### src/hdl/serial_port_defs.vh
// offsets, field positions, reset values and timing counts of the serial port
`ifndef SERIAL_PORT_DEFS_VH
`define SERIAL_PORT_DEFS_VH
`define CONTROL_OFFSET     6'h0d
`define FLAGS_OFFSET       6'h0e
`define BUFFER_OFFSET      6'h0f
`define CONTROL_RESET      8'h00
`define FLAGS_RESET        8'h00
`define BUFFER_RESET       8'h00
`define BIT_IRQ_ENABLE     7
`define BIT_PORT_ENABLE    6
`define BIT_ORDER          5
`define BIT_MASTER         4
`define BIT_POLARITY       3
`define BIT_PHASE          2
`define BIT_RATE_HIGH      1
`define BIT_RATE_LOW       0
`define BIT_COMPLETE       7
`define BIT_COLLISION      6
`define BIT_DOUBLE_SPEED   0
`define BITS_PER_BYTE      4'h8
`define HALF_DIV_4         7'h01
`define HALF_DIV_16        7'h07
`define HALF_DIV_64        7'h1f
`define HALF_DIV_128       7'h3f
`define HALF_DIV_2         7'h00
`define HALF_DIV_8         7'h03
`define HALF_DIV_32        7'h0f
`endif

### src/hdl/spi_master_slave_port.v
// serial peripheral port: registers, master clock divider, shift engine

`include "serial_port_defs.vh"

// How it works
// - interrupt request when enable bit, complete flag and global enable are all one.
// - no serial activity unless the port enable bit is one.
// - bit order one shifts lsb first, zero shifts msb first.
// - master select picks mode; low slave select, when it is an input, in master mode clears it, sets flag.
// - polarity one idles clock high, zero idles it low.
// - phase zero samples leading edge; phase one samples trailing edge.
// - master clock is system clock over 4/16/64/128, or 2/8/32/64 doubled.
// - rate select bits do nothing in slave mode.
// - complete flag sets at each byte end and on master mode fault.
// - complete flag clears when the processor takes the interrupt vector.
// - status read with flag set then data access clears the complete flag.
// - data write during a transfer sets the collision flag.
// - status read with collision set then data access clears both flags.
// - double speed doubles master clock; shortest period two system clocks.
// - data write when enabled and not busy loads shift register; in master mode it starts transmission.
// - data read returns the receive buffer, not the shift register.
// - slave select high in slave mode resets shift logic, drops partial bits.
// - receive is double buffered; unread byte is overwritten by the next.
module spi_master_slave_port
(
  input  wire       ref_clk,
  input  wire       reset_n,
  input  wire       clk_enable,
  input  wire [5:0] reg_addr,
  input  wire       reg_write,
  input  wire       reg_read,
  input  wire [7:0] reg_wdata,
  output reg  [7:0] reg_rdata,
  input  wire       global_irq_enable,
  input  wire       irq_vector_taken,
  output wire       transfer_irq,
  input  wire       sck_in,
  output reg        sck_out,
  output wire       sck_oe_n,
  input  wire       mosi_in,
  output reg        mosi_out,
  output wire       mosi_oe_n,
  input  wire       miso_in,
  output reg        miso_out,
  output wire       miso_oe_n,
  input  wire       ss_n_in,
  input  wire       ss_is_input
);

  reg  [7:0] control;
  reg        complete_flag;
  reg        collision_flag;
  reg        double_speed;
  reg  [7:0] shifter;
  reg  [7:0] rx_buffer;
  reg  [3:0] bit_count;
  reg        busy;
  reg        in_second_half;
  reg  [6:0] div_count;
  reg        sampled_bit;
  reg        status_armed;
  reg  [2:0] sck_sync;
  reg  [2:0] ss_sync;
  reg  [2:0] mosi_sync;
  reg  [2:0] miso_sync;
  reg        sck_state;
  reg        ss_state;
  reg        mosi_state;
  reg        miso_state;
  reg        next_complete;
  reg        next_collision;
  reg  [6:0] half_period;
  reg        next_out_bit;

  // register offsets are compared in several places
  function reg_hit;
    input [5:0] addr;
    input [5:0] offset;
    begin
      reg_hit = addr == offset;
    end
  endfunction

  wire enabled   = control[`BIT_PORT_ENABLE];
  wire master    = control[`BIT_MASTER];
  wire lsb_first = control[`BIT_ORDER];
  wire polarity  = control[`BIT_POLARITY];
  wire phase     = control[`BIT_PHASE];

  wire wr_buffer  = reg_write && reg_hit(reg_addr, `BUFFER_OFFSET);
  wire rd_buffer  = reg_read && reg_hit(reg_addr, `BUFFER_OFFSET);
  wire rd_flags   = reg_read && reg_hit(reg_addr, `FLAGS_OFFSET);
  wire wr_control = reg_write && reg_hit(reg_addr, `CONTROL_OFFSET);
  wire wr_flags   = reg_write && reg_hit(reg_addr, `FLAGS_OFFSET);

  // serial line inputs settle only when the second and third stage agree
  wire sck_now  = (sck_sync[2] == sck_sync[1]) ? sck_sync[1] : sck_state;
  wire ss_now   = (ss_sync[2] == ss_sync[1]) ? ss_sync[1] : ss_state;
  wire mosi_now = (mosi_sync[2] == mosi_sync[1]) ? mosi_sync[1] : mosi_state;
  wire miso_now = (miso_sync[2] == miso_sync[1]) ? miso_sync[1] : miso_state;

  wire mode_fault  = enabled && master && ss_is_input && !ss_now;
  wire slave_sel   = enabled && !master && !ss_now;
  wire slave_drop  = enabled && !master && ss_now;
  // slave edges come from the filtered pin; relative to polarity, rising means leading
  wire slave_lead  = slave_sel && (sck_now ^ polarity) && !(sck_state ^ polarity);
  wire slave_trail = slave_sel && !(sck_now ^ polarity) && (sck_state ^ polarity);

  // master half-period ticks from the divider; rate bits ignored when slave
  wire master_tick = enabled && master && busy && div_count == half_period;
  wire lead_edge   = master ? (master_tick && !in_second_half) : slave_lead;
  wire trail_edge  = master ? (master_tick && in_second_half) : slave_trail;
  wire serial_in   = master ? miso_now : mosi_now;
  wire sample_edge = phase ? trail_edge : lead_edge;
  wire setup_edge  = phase ? lead_edge : trail_edge;
  wire last_bit    = bit_count == `BITS_PER_BYTE - 4'h1;
  wire byte_done   = trail_edge && last_bit;

  function out_bit;
    input [7:0] data;
    input       lsb;
    begin
      out_bit = lsb ? data[0] : data[7];
    end
  endfunction

  function [7:0] shift_in;
    input [7:0] data;
    input       lsb;
    input       bit_in;
    begin
      shift_in = lsb ? {bit_in, data[7:1]} : {data[6:0], bit_in};
    end
  endfunction

  // byte after the trailing edge shift; phase one takes the live line
  wire [7:0] shifted = shift_in(shifter, lsb_first, phase ? serial_in : sampled_bit);

  // bit put on the data line at a setup edge
  always @*
  begin
    if (phase)
      next_out_bit = out_bit(shifter, lsb_first);
    else
      next_out_bit = out_bit(shift_in(shifter, lsb_first, sampled_bit), lsb_first);
  end

  // half period in system clocks minus one
  always @*
  begin
    case ({double_speed, control[`BIT_RATE_HIGH:`BIT_RATE_LOW]})
      3'b000:  half_period = `HALF_DIV_4;
      3'b001:  half_period = `HALF_DIV_16;
      3'b010:  half_period = `HALF_DIV_64;
      3'b011:  half_period = `HALF_DIV_128;
      3'b100:  half_period = `HALF_DIV_2;
      3'b101:  half_period = `HALF_DIV_8;
      3'b110:  half_period = `HALF_DIV_32;
      3'b111:  half_period = `HALF_DIV_64;
      default: half_period = `HALF_DIV_4;
    endcase
  end

  assign transfer_irq = control[`BIT_IRQ_ENABLE] && complete_flag && global_irq_enable;

  assign sck_oe_n  = !(enabled && master);
  assign mosi_oe_n = !(enabled && master);
  assign miso_oe_n = !slave_sel;

  // flags: a set in the same cycle as a clear wins
  always @*
  begin
    next_complete  = complete_flag;
    next_collision = collision_flag;
    if (irq_vector_taken)
      next_complete = 1'b0;
    if (status_armed && (rd_buffer || wr_buffer))
    begin
      next_complete  = 1'b0;
      next_collision = 1'b0;
    end
    if (byte_done || mode_fault)
      next_complete = 1'b1;
    if (wr_buffer && busy)
      next_collision = 1'b1;
  end

  always @(posedge ref_clk)
  begin
    if (!reset_n)
    begin
      control        <= `CONTROL_RESET;
      complete_flag  <= 1'b0;
      collision_flag <= 1'b0;
      double_speed   <= 1'b0;
      shifter        <= `BUFFER_RESET;
      rx_buffer      <= `BUFFER_RESET;
      bit_count      <= 4'h0;
      busy           <= 1'b0;
      in_second_half <= 1'b0;
      div_count      <= 7'h00;
      sampled_bit    <= 1'b0;
      status_armed   <= 1'b0;
      sck_sync       <= 3'b000;
      ss_sync        <= 3'b111;
      mosi_sync      <= 3'b000;
      miso_sync      <= 3'b000;
      sck_state      <= 1'b0;
      ss_state       <= 1'b1;
      mosi_state     <= 1'b0;
      miso_state     <= 1'b0;
      sck_out        <= 1'b0;
      mosi_out       <= 1'b0;
      miso_out       <= 1'b0;
      reg_rdata      <= 8'h00;
    end
    else if (clk_enable)
    begin
      sck_sync   <= {sck_sync[1:0], sck_in};
      ss_sync    <= {ss_sync[1:0], ss_n_in};
      mosi_sync  <= {mosi_sync[1:0], mosi_in};
      miso_sync  <= {miso_sync[1:0], miso_in};
      sck_state  <= sck_now;
      ss_state   <= ss_now;
      mosi_state <= mosi_now;
      miso_state <= miso_now;

      complete_flag  <= next_complete;
      collision_flag <= next_collision;

      // arming survives until the data register is touched
      if (rd_flags)
        status_armed <= complete_flag || collision_flag;
      else if (rd_buffer || wr_buffer)
        status_armed <= 1'b0;

      case (reg_addr)
        `CONTROL_OFFSET: reg_rdata <= control;
        `FLAGS_OFFSET:   reg_rdata <= {complete_flag, collision_flag, 5'h00, double_speed};
        `BUFFER_OFFSET:  reg_rdata <= rx_buffer;
        default:         reg_rdata <= 8'h00;
      endcase

      if (wr_control)
        control <= reg_wdata;
      else if (mode_fault)
        control[`BIT_MASTER] <= 1'b0;
      if (wr_flags)
        double_speed <= reg_wdata[`BIT_DOUBLE_SPEED];

      if (!enabled || slave_drop || mode_fault)
      begin
        // idle or deselected: drop any partial byte, park the clock
        busy           <= 1'b0;
        bit_count      <= 4'h0;
        in_second_half <= 1'b0;
        div_count      <= 7'h00;
        sck_out        <= polarity;
        if (wr_buffer && enabled)
          shifter <= reg_wdata;
      end
      else
      begin
        if (wr_buffer && !busy)
        begin
          shifter   <= reg_wdata;
          busy      <= master;
          bit_count <= 4'h0;
          div_count <= 7'h00;
          if (master)
            mosi_out <= out_bit(reg_wdata, lsb_first);
          else
            miso_out <= out_bit(reg_wdata, lsb_first);
        end
        else
        begin
          if (!master && slave_lead)
            busy <= 1'b1;
          if (master && busy)
          begin
            if (master_tick)
            begin
              div_count      <= 7'h00;
              in_second_half <= !in_second_half;
              sck_out        <= !sck_out;
            end
            else
              div_count <= div_count + 7'h01;
          end
          // an idle master parks too, so a polarity change shows before the next byte
          else
            sck_out <= polarity;
          if (sample_edge)
            sampled_bit <= serial_in;
          // the shift happens on the trailing edge, taking the bit caught at sampling
          if (trail_edge)
          begin
            shifter   <= shifted;
            bit_count <= bit_count + 4'h1;
            if (byte_done)
            begin
              rx_buffer <= shifted;
              busy      <= 1'b0;
              bit_count <= 4'h0;
            end
          end
          // phase one drives the next bit at the leading edge
          if (setup_edge && !byte_done)
          begin
            if (master)
              mosi_out <= next_out_bit;
            else
              miso_out <= next_out_bit;
          end
        end
      end
    end
  end

endmodule

### config.mk
export PLATFORM = sky130hd
export DESIGN_NAME = spi_master_slave_port
export DESIGN_NICKNAME = d
export VERILOG_FILES = /design/src/hdl/spi_master_slave_port.v
export VERILOG_INCLUDE_DIRS = /design/src /design/src/hdl
export SDC_FILE = /design/constraint.sdc
export NUM_CORES = 1
export LEC_CHECK = 0
export BUFFER_PORTS_ARGS = -buffer_cell sky130_fd_sc_hd__buf_2
export CORE_MARGIN = 2
export CORE_UTILIZATION = 45
export CTS_BUF_LIST = sky130_fd_sc_hd__clkbuf_16
export DETAILED_ROUTE_END_ITERATION = 16
export PLACE_DENSITY_LB_ADDON = 0.2
export SLEW_MARGIN = 40
export SYNTH_ARGS = -nofsm -noshare
export SYNTH_HDL_FRONTEND = slang
export SYNTH_SLANG_ARGS = --single-unit
### constraint.sdc
create_clock -name ref_clk -period 3.5 [get_ports ref_clk]
set_input_delay 0.525 -clock ref_clk [delete_from_list [all_inputs] [get_ports ref_clk]]
set_output_delay 0.525 -clock ref_clk [all_outputs]
set_load 0.03 [all_outputs]
==> out/qor_table.md <==
| Result | Value |
|---|---|
| Max-slew headroom | 0.604 |
| Vias per inst | 5.73 |
| Slowest cell on crit path | sky130_fd_sc_hd__o41ai_1 |
| Synth Cell Area | 3550 sq um |
| Top post-synthesis cells by count | sky130_fd_sc_hd__dfxtp_1, sky130_fd_sc_hd__nor2_1, sky130_fd_sc_hd__nand2_1 |
| Number of violations reported at the end of detailed-routing iteration 0 | 235 |
| Site row count | 32 |
| Synth async-reset ratio | 0 |
| Final weighted congestion in routability-driven placement | 0.843 |
| Post-Route Skew | 3.97 ps |
| Initial Util | 0.462 |
| Clk Tree Root Cell | sky130_fd_sc_hd__clkbuf_16 |
| Drc violations | 0 |
| Remaining global-route overflow | 0 |
| Initial antenna violation count | 0 |
| Peak fanout along the critical path | 16 |
| Detailed-route via count | 3236 |
| Clock-pin slew on the worst setup and hold paths | 60 ps |
| WP buf/inv | 0 |
| Cell type with the largest total area after synthesis | sky130_fd_sc_hd__dfxtp_1 |
| Core outline area | 7690 sq um |
| Post-route antenna net violation count | 0 |
| Delay of the slowest critical-path stage | 490 ps |
| Number of buffers added to fix hold violations after cts | 0 |
| DRT Pass-1 Iters | 5 |
| Multiplexer fraction of the synthesized cell area | 0.116 |
| Transition time at the pin with the least slew margin | 587 ps |
| Worst reg2reg endpoint | shifter[7] |
| Launch instance of the worst min-delay path | ss_n_in |
| Max-slew violations | 0 |
| Synthesis-to-finish area growth | 16.7% |
| Clock H-tree levels | 3 |
| Worst VDD drop | 0.239 mV |
| Most frequent cell after synthesis | sky130_fd_sc_hd__dfxtp_1 |
| Cell types with the largest area share after synthesis | sky130_fd_sc_hd__dfxtp_1, sky130_fd_sc_hd__mux2i_1, sky130_fd_sc_hd__nor2_1 |
| Antenna diode count | 0 |
| Count of distinct cell types in the synthesized netlist | 56 |
| Dominant combinational cell family by area after synthesis | simple AND/OR/NAND/NOR gates |
| Deepest clock path buffer count | 2 |
| Final nets | 486 |
| Sequential area share after synthesis | 0.389 |
| Adder and majority cell fraction of the synthesized area | 0.0155 |
| Maximum number of pins on one net before global-route repair | 47 |
| Sum Neg Setup Slack | 0 ps |
| Setup crit start kind | register |
| Synth Area in XOR/XNOR | 0.0197 |
| Clock tree from TritonCTS | yes |
| Static leakage | 1.66 nW |
| Simple-gate share of the synthesized area | 0.236 |
| Wire length of the first global-routing pass | 14.6 mm |
| Final routed wire length divided by cell count | 15.6 um |
| Number of hold violations in the final report | 0 |
| F_max | 0.344 GHz |
| Top_reg_cell synth | sky130_fd_sc_hd__dfxtp_1 |
| EDFF count, synth | 0 |
| Sum of net half-perimeters after detailed placement | 6.17 mm |
| Compound-cell area share of the yosys netlist | 0.183 |
| Total track usage | 0.213 |
| Width of the chip | 92.8 um |
| RSZ-0062 raised after global routing | false |
| Worst reg2reg setup slack | 600 ps |
| Number of post-CTS setup repair buffers | 0 |
| Period utilization | 0.829 |
| Worst Setup End Kind | register |
| Data required time of the critical path | 3700 ps |
| Cells traversed along the worst timing path | nand2_1, or4_1, a2111o_1, o31ai_4, o2111ai_4, o41ai_1 |
| Result of the run | finished, final reports clean |
| Worst reg2reg path startpoint | busy |
| Count of warnings emitted by yosys | 0 |
| Final-layout worst hold slack | 414 ps |
| Gate count of the mapped netlist | 426 |
| Top-level I/O count | 41 |
| Post-cts resize count | 0 |
| Max Cap Viol | 0 |
| Number of setup violations in the final report | 0 |
| Arr. time, crit path | 3100 ps |
| Area share of the largest cell type after synthesis | 0.389 |
| Die H | 92.8 um |
| Vias in the first global route | 3039 |
| End of the worst hold path | ss_sync[0] |
| TritonCTS Buffers | 9 |
| Worst-case reg-to-reg path depth | 6 |
| Number of flip-flops and latches in the synthesized netlist | 69 |
| Type of the worst min-delay path | in -> reg |
| Clock net sink count | 69 |
| Crit path max-delay family | compound AO/OA/AOI/OAI gates |
| Start-to-end type of the worst setup path | reg -> reg |
| Hold Crit Depth | 3 |
| Number of nets in the synthesized netlist | 454 |
| Final critical delay including setup and external delays | 2900 ps |
| Die area | 8620 sq um |
| Clock latency reported for the late side of the worst-skew pair | 330 ps |
| Syn avg cell area | 8.34 sq um |
| Buffers on Ports | 40 |
| Final wirelength | 8.80 mm |
| Power density over the cells | 443 nW/um^2 |
| Share of post-route cells with drive strength above 1 | 0.175 |
## flip-flops by register name, indices dropped and copies added (netlist names), 3 cells and up
register / flops
reg_rdata: 8
div_count: 7
rx_buffer: 8
mosi_sync: 3
ss_sync: 3
control: 8
bit_count: 4
shifter: 8
sck_sync: 3
miso_sync: 3
## report_power, final
| group | switching (mW) | internal [mW] | leakage, nW |
|---|---|---|---|
| logic | 0.0527 | 0.0288 | 0.948 |
| clock network | 0.337 | 0.619 | 0.153 |
| registers | 0.00598 | 0.792 | 0.557 |
| total | 0.395 | 1.44 | 1.66 |
## stage by stage
step / worst slack [ps] / util / std cells / power [mW] / instance area, sq um
detailed placement: 652 / 0.498 / 549 / 0.895 / 3830
global route: 504 / 0.539 / 565 / 1.90 / 4150
floorplan: 928 / - / 426 / 0.862 / 3550
finish: 597 / 0.539 / 565 / 1.84 / 4150
CTS: 631 / 0.539 / 565 / 1.85 / 4150
global placement: 797 / 0.498 / 549 / 0.894 / 3830
## worst register-to-register path, cell delays in order (launching register included)
cell and delay [ps]:
sky130_fd_sc_hd__dfxtp_1 410, sky130_fd_sc_hd__nand2_1 140, sky130_fd_sc_hd__or4_1 480, sky130_fd_sc_hd__a2111o_1 480
sky130_fd_sc_hd__o31ai_4 450, sky130_fd_sc_hd__o2111ai_4 320, sky130_fd_sc_hd__o41ai_1 490
## layer usage
layer,track usage,up-vias,wire length (um)
met4,0.0748,0,142
met5,0,-,0
met1,0.286,1520,4080
met3,0.0464,17,518
met2,0.338,104,4060
li1,-,1595,-
## area by class of cell
class / count / area (sq um)
clock buffers: 9 / 225
clock inverters: 7 / 90.1
fillers: 772 / 3540
inverters: 8 / 30.0
multi-input cells: 321 / 2020
flip-flops and latches: 69 / 1380
well taps: 102 / 128
repair buffers: 49 / 268
## worst max path at each step
stage / start / end / slack [ps] / cells after the start
2_1_floorplan: control[1] / shifter[5] / 930 / 8
5_1_grt: control[1] / shifter[7] / 500 / 6
3_5_place_dp: busy / shifter[7] / 650 / 6
4_1_cts: busy / shifter[7] / 630 / 6
3_3_place_gp: reg_addr[5] / div_count[3] / 800 / 10
6_report: busy / shifter[7] / 600 / 6
## placed cells by master, fill, tap and decap left out, types with 2 or more instances in the layout
cell type,synthesis,routed
sky130_fd_sc_hd__nand4_1,6,6
sky130_fd_sc_hd__nor2b_1,2,2
sky130_fd_sc_hd__mux2i_1,30,30
sky130_fd_sc_hd__o41ai_2,2,2
sky130_fd_sc_hd__a211oi_1,2,2
sky130_fd_sc_hd__buf_2,0,40
sky130_fd_sc_hd__and2_1,2,2
sky130_fd_sc_hd__a21oi_1,26,26
sky130_fd_sc_hd__mux2_2,8,8
sky130_fd_sc_hd__o41ai_1,8,8
sky130_fd_sc_hd__o2111ai_1,2,2
sky130_fd_sc_hd__clkbuf_16,0,9
sky130_fd_sc_hd__or2_2,2,2
sky130_fd_sc_hd__nand2b_1,5,5
sky130_fd_sc_hd__nand2_1,38,38
sky130_fd_sc_hd__inv_1,8,8
sky130_fd_sc_hd__nand4b_1,3,3
sky130_fd_sc_hd__bufinv_16,0,2
sky130_fd_sc_hd__a22oi_1,3,3
sky130_fd_sc_hd__clkinv_2,0,2
sky130_fd_sc_hd__dfxtp_1,69,69
sky130_fd_sc_hd__xor2_1,5,5
sky130_fd_sc_hd__maj3_1,3,3
sky130_fd_sc_hd__and3_1,3,3
sky130_fd_sc_hd__o31ai_1,5,5
sky130_fd_sc_hd__nand3_1,29,29
sky130_fd_sc_hd__xnor2_1,3,3
sky130_fd_sc_hd__or4_1,3,3
sky130_fd_sc_hd__nor3_1,6,6
sky130_fd_sc_hd__buf_4,1,9
sky130_fd_sc_hd__nor2_1,63,63
sky130_fd_sc_hd__o21ai_0,24,24
sky130_fd_sc_hd__ha_1,2,2
sky130_fd_sc_hd__o211ai_1,5,5
sky130_fd_sc_hd__a21o_1,6,6
sky130_fd_sc_hd__and3b_1,2,2
sky130_fd_sc_hd__a31oi_1,3,3
## kinds of logic (layout without fill, tap and decap cells)
family	after synthesis	count (layout)
buf+inv	36	73
fa+ha+maj	5	5
simple gates	174	174
compound gates	95	95
flops	69	69
mux	39	39
xor+xnor	8	8
(Power assumes the default switching activity.)
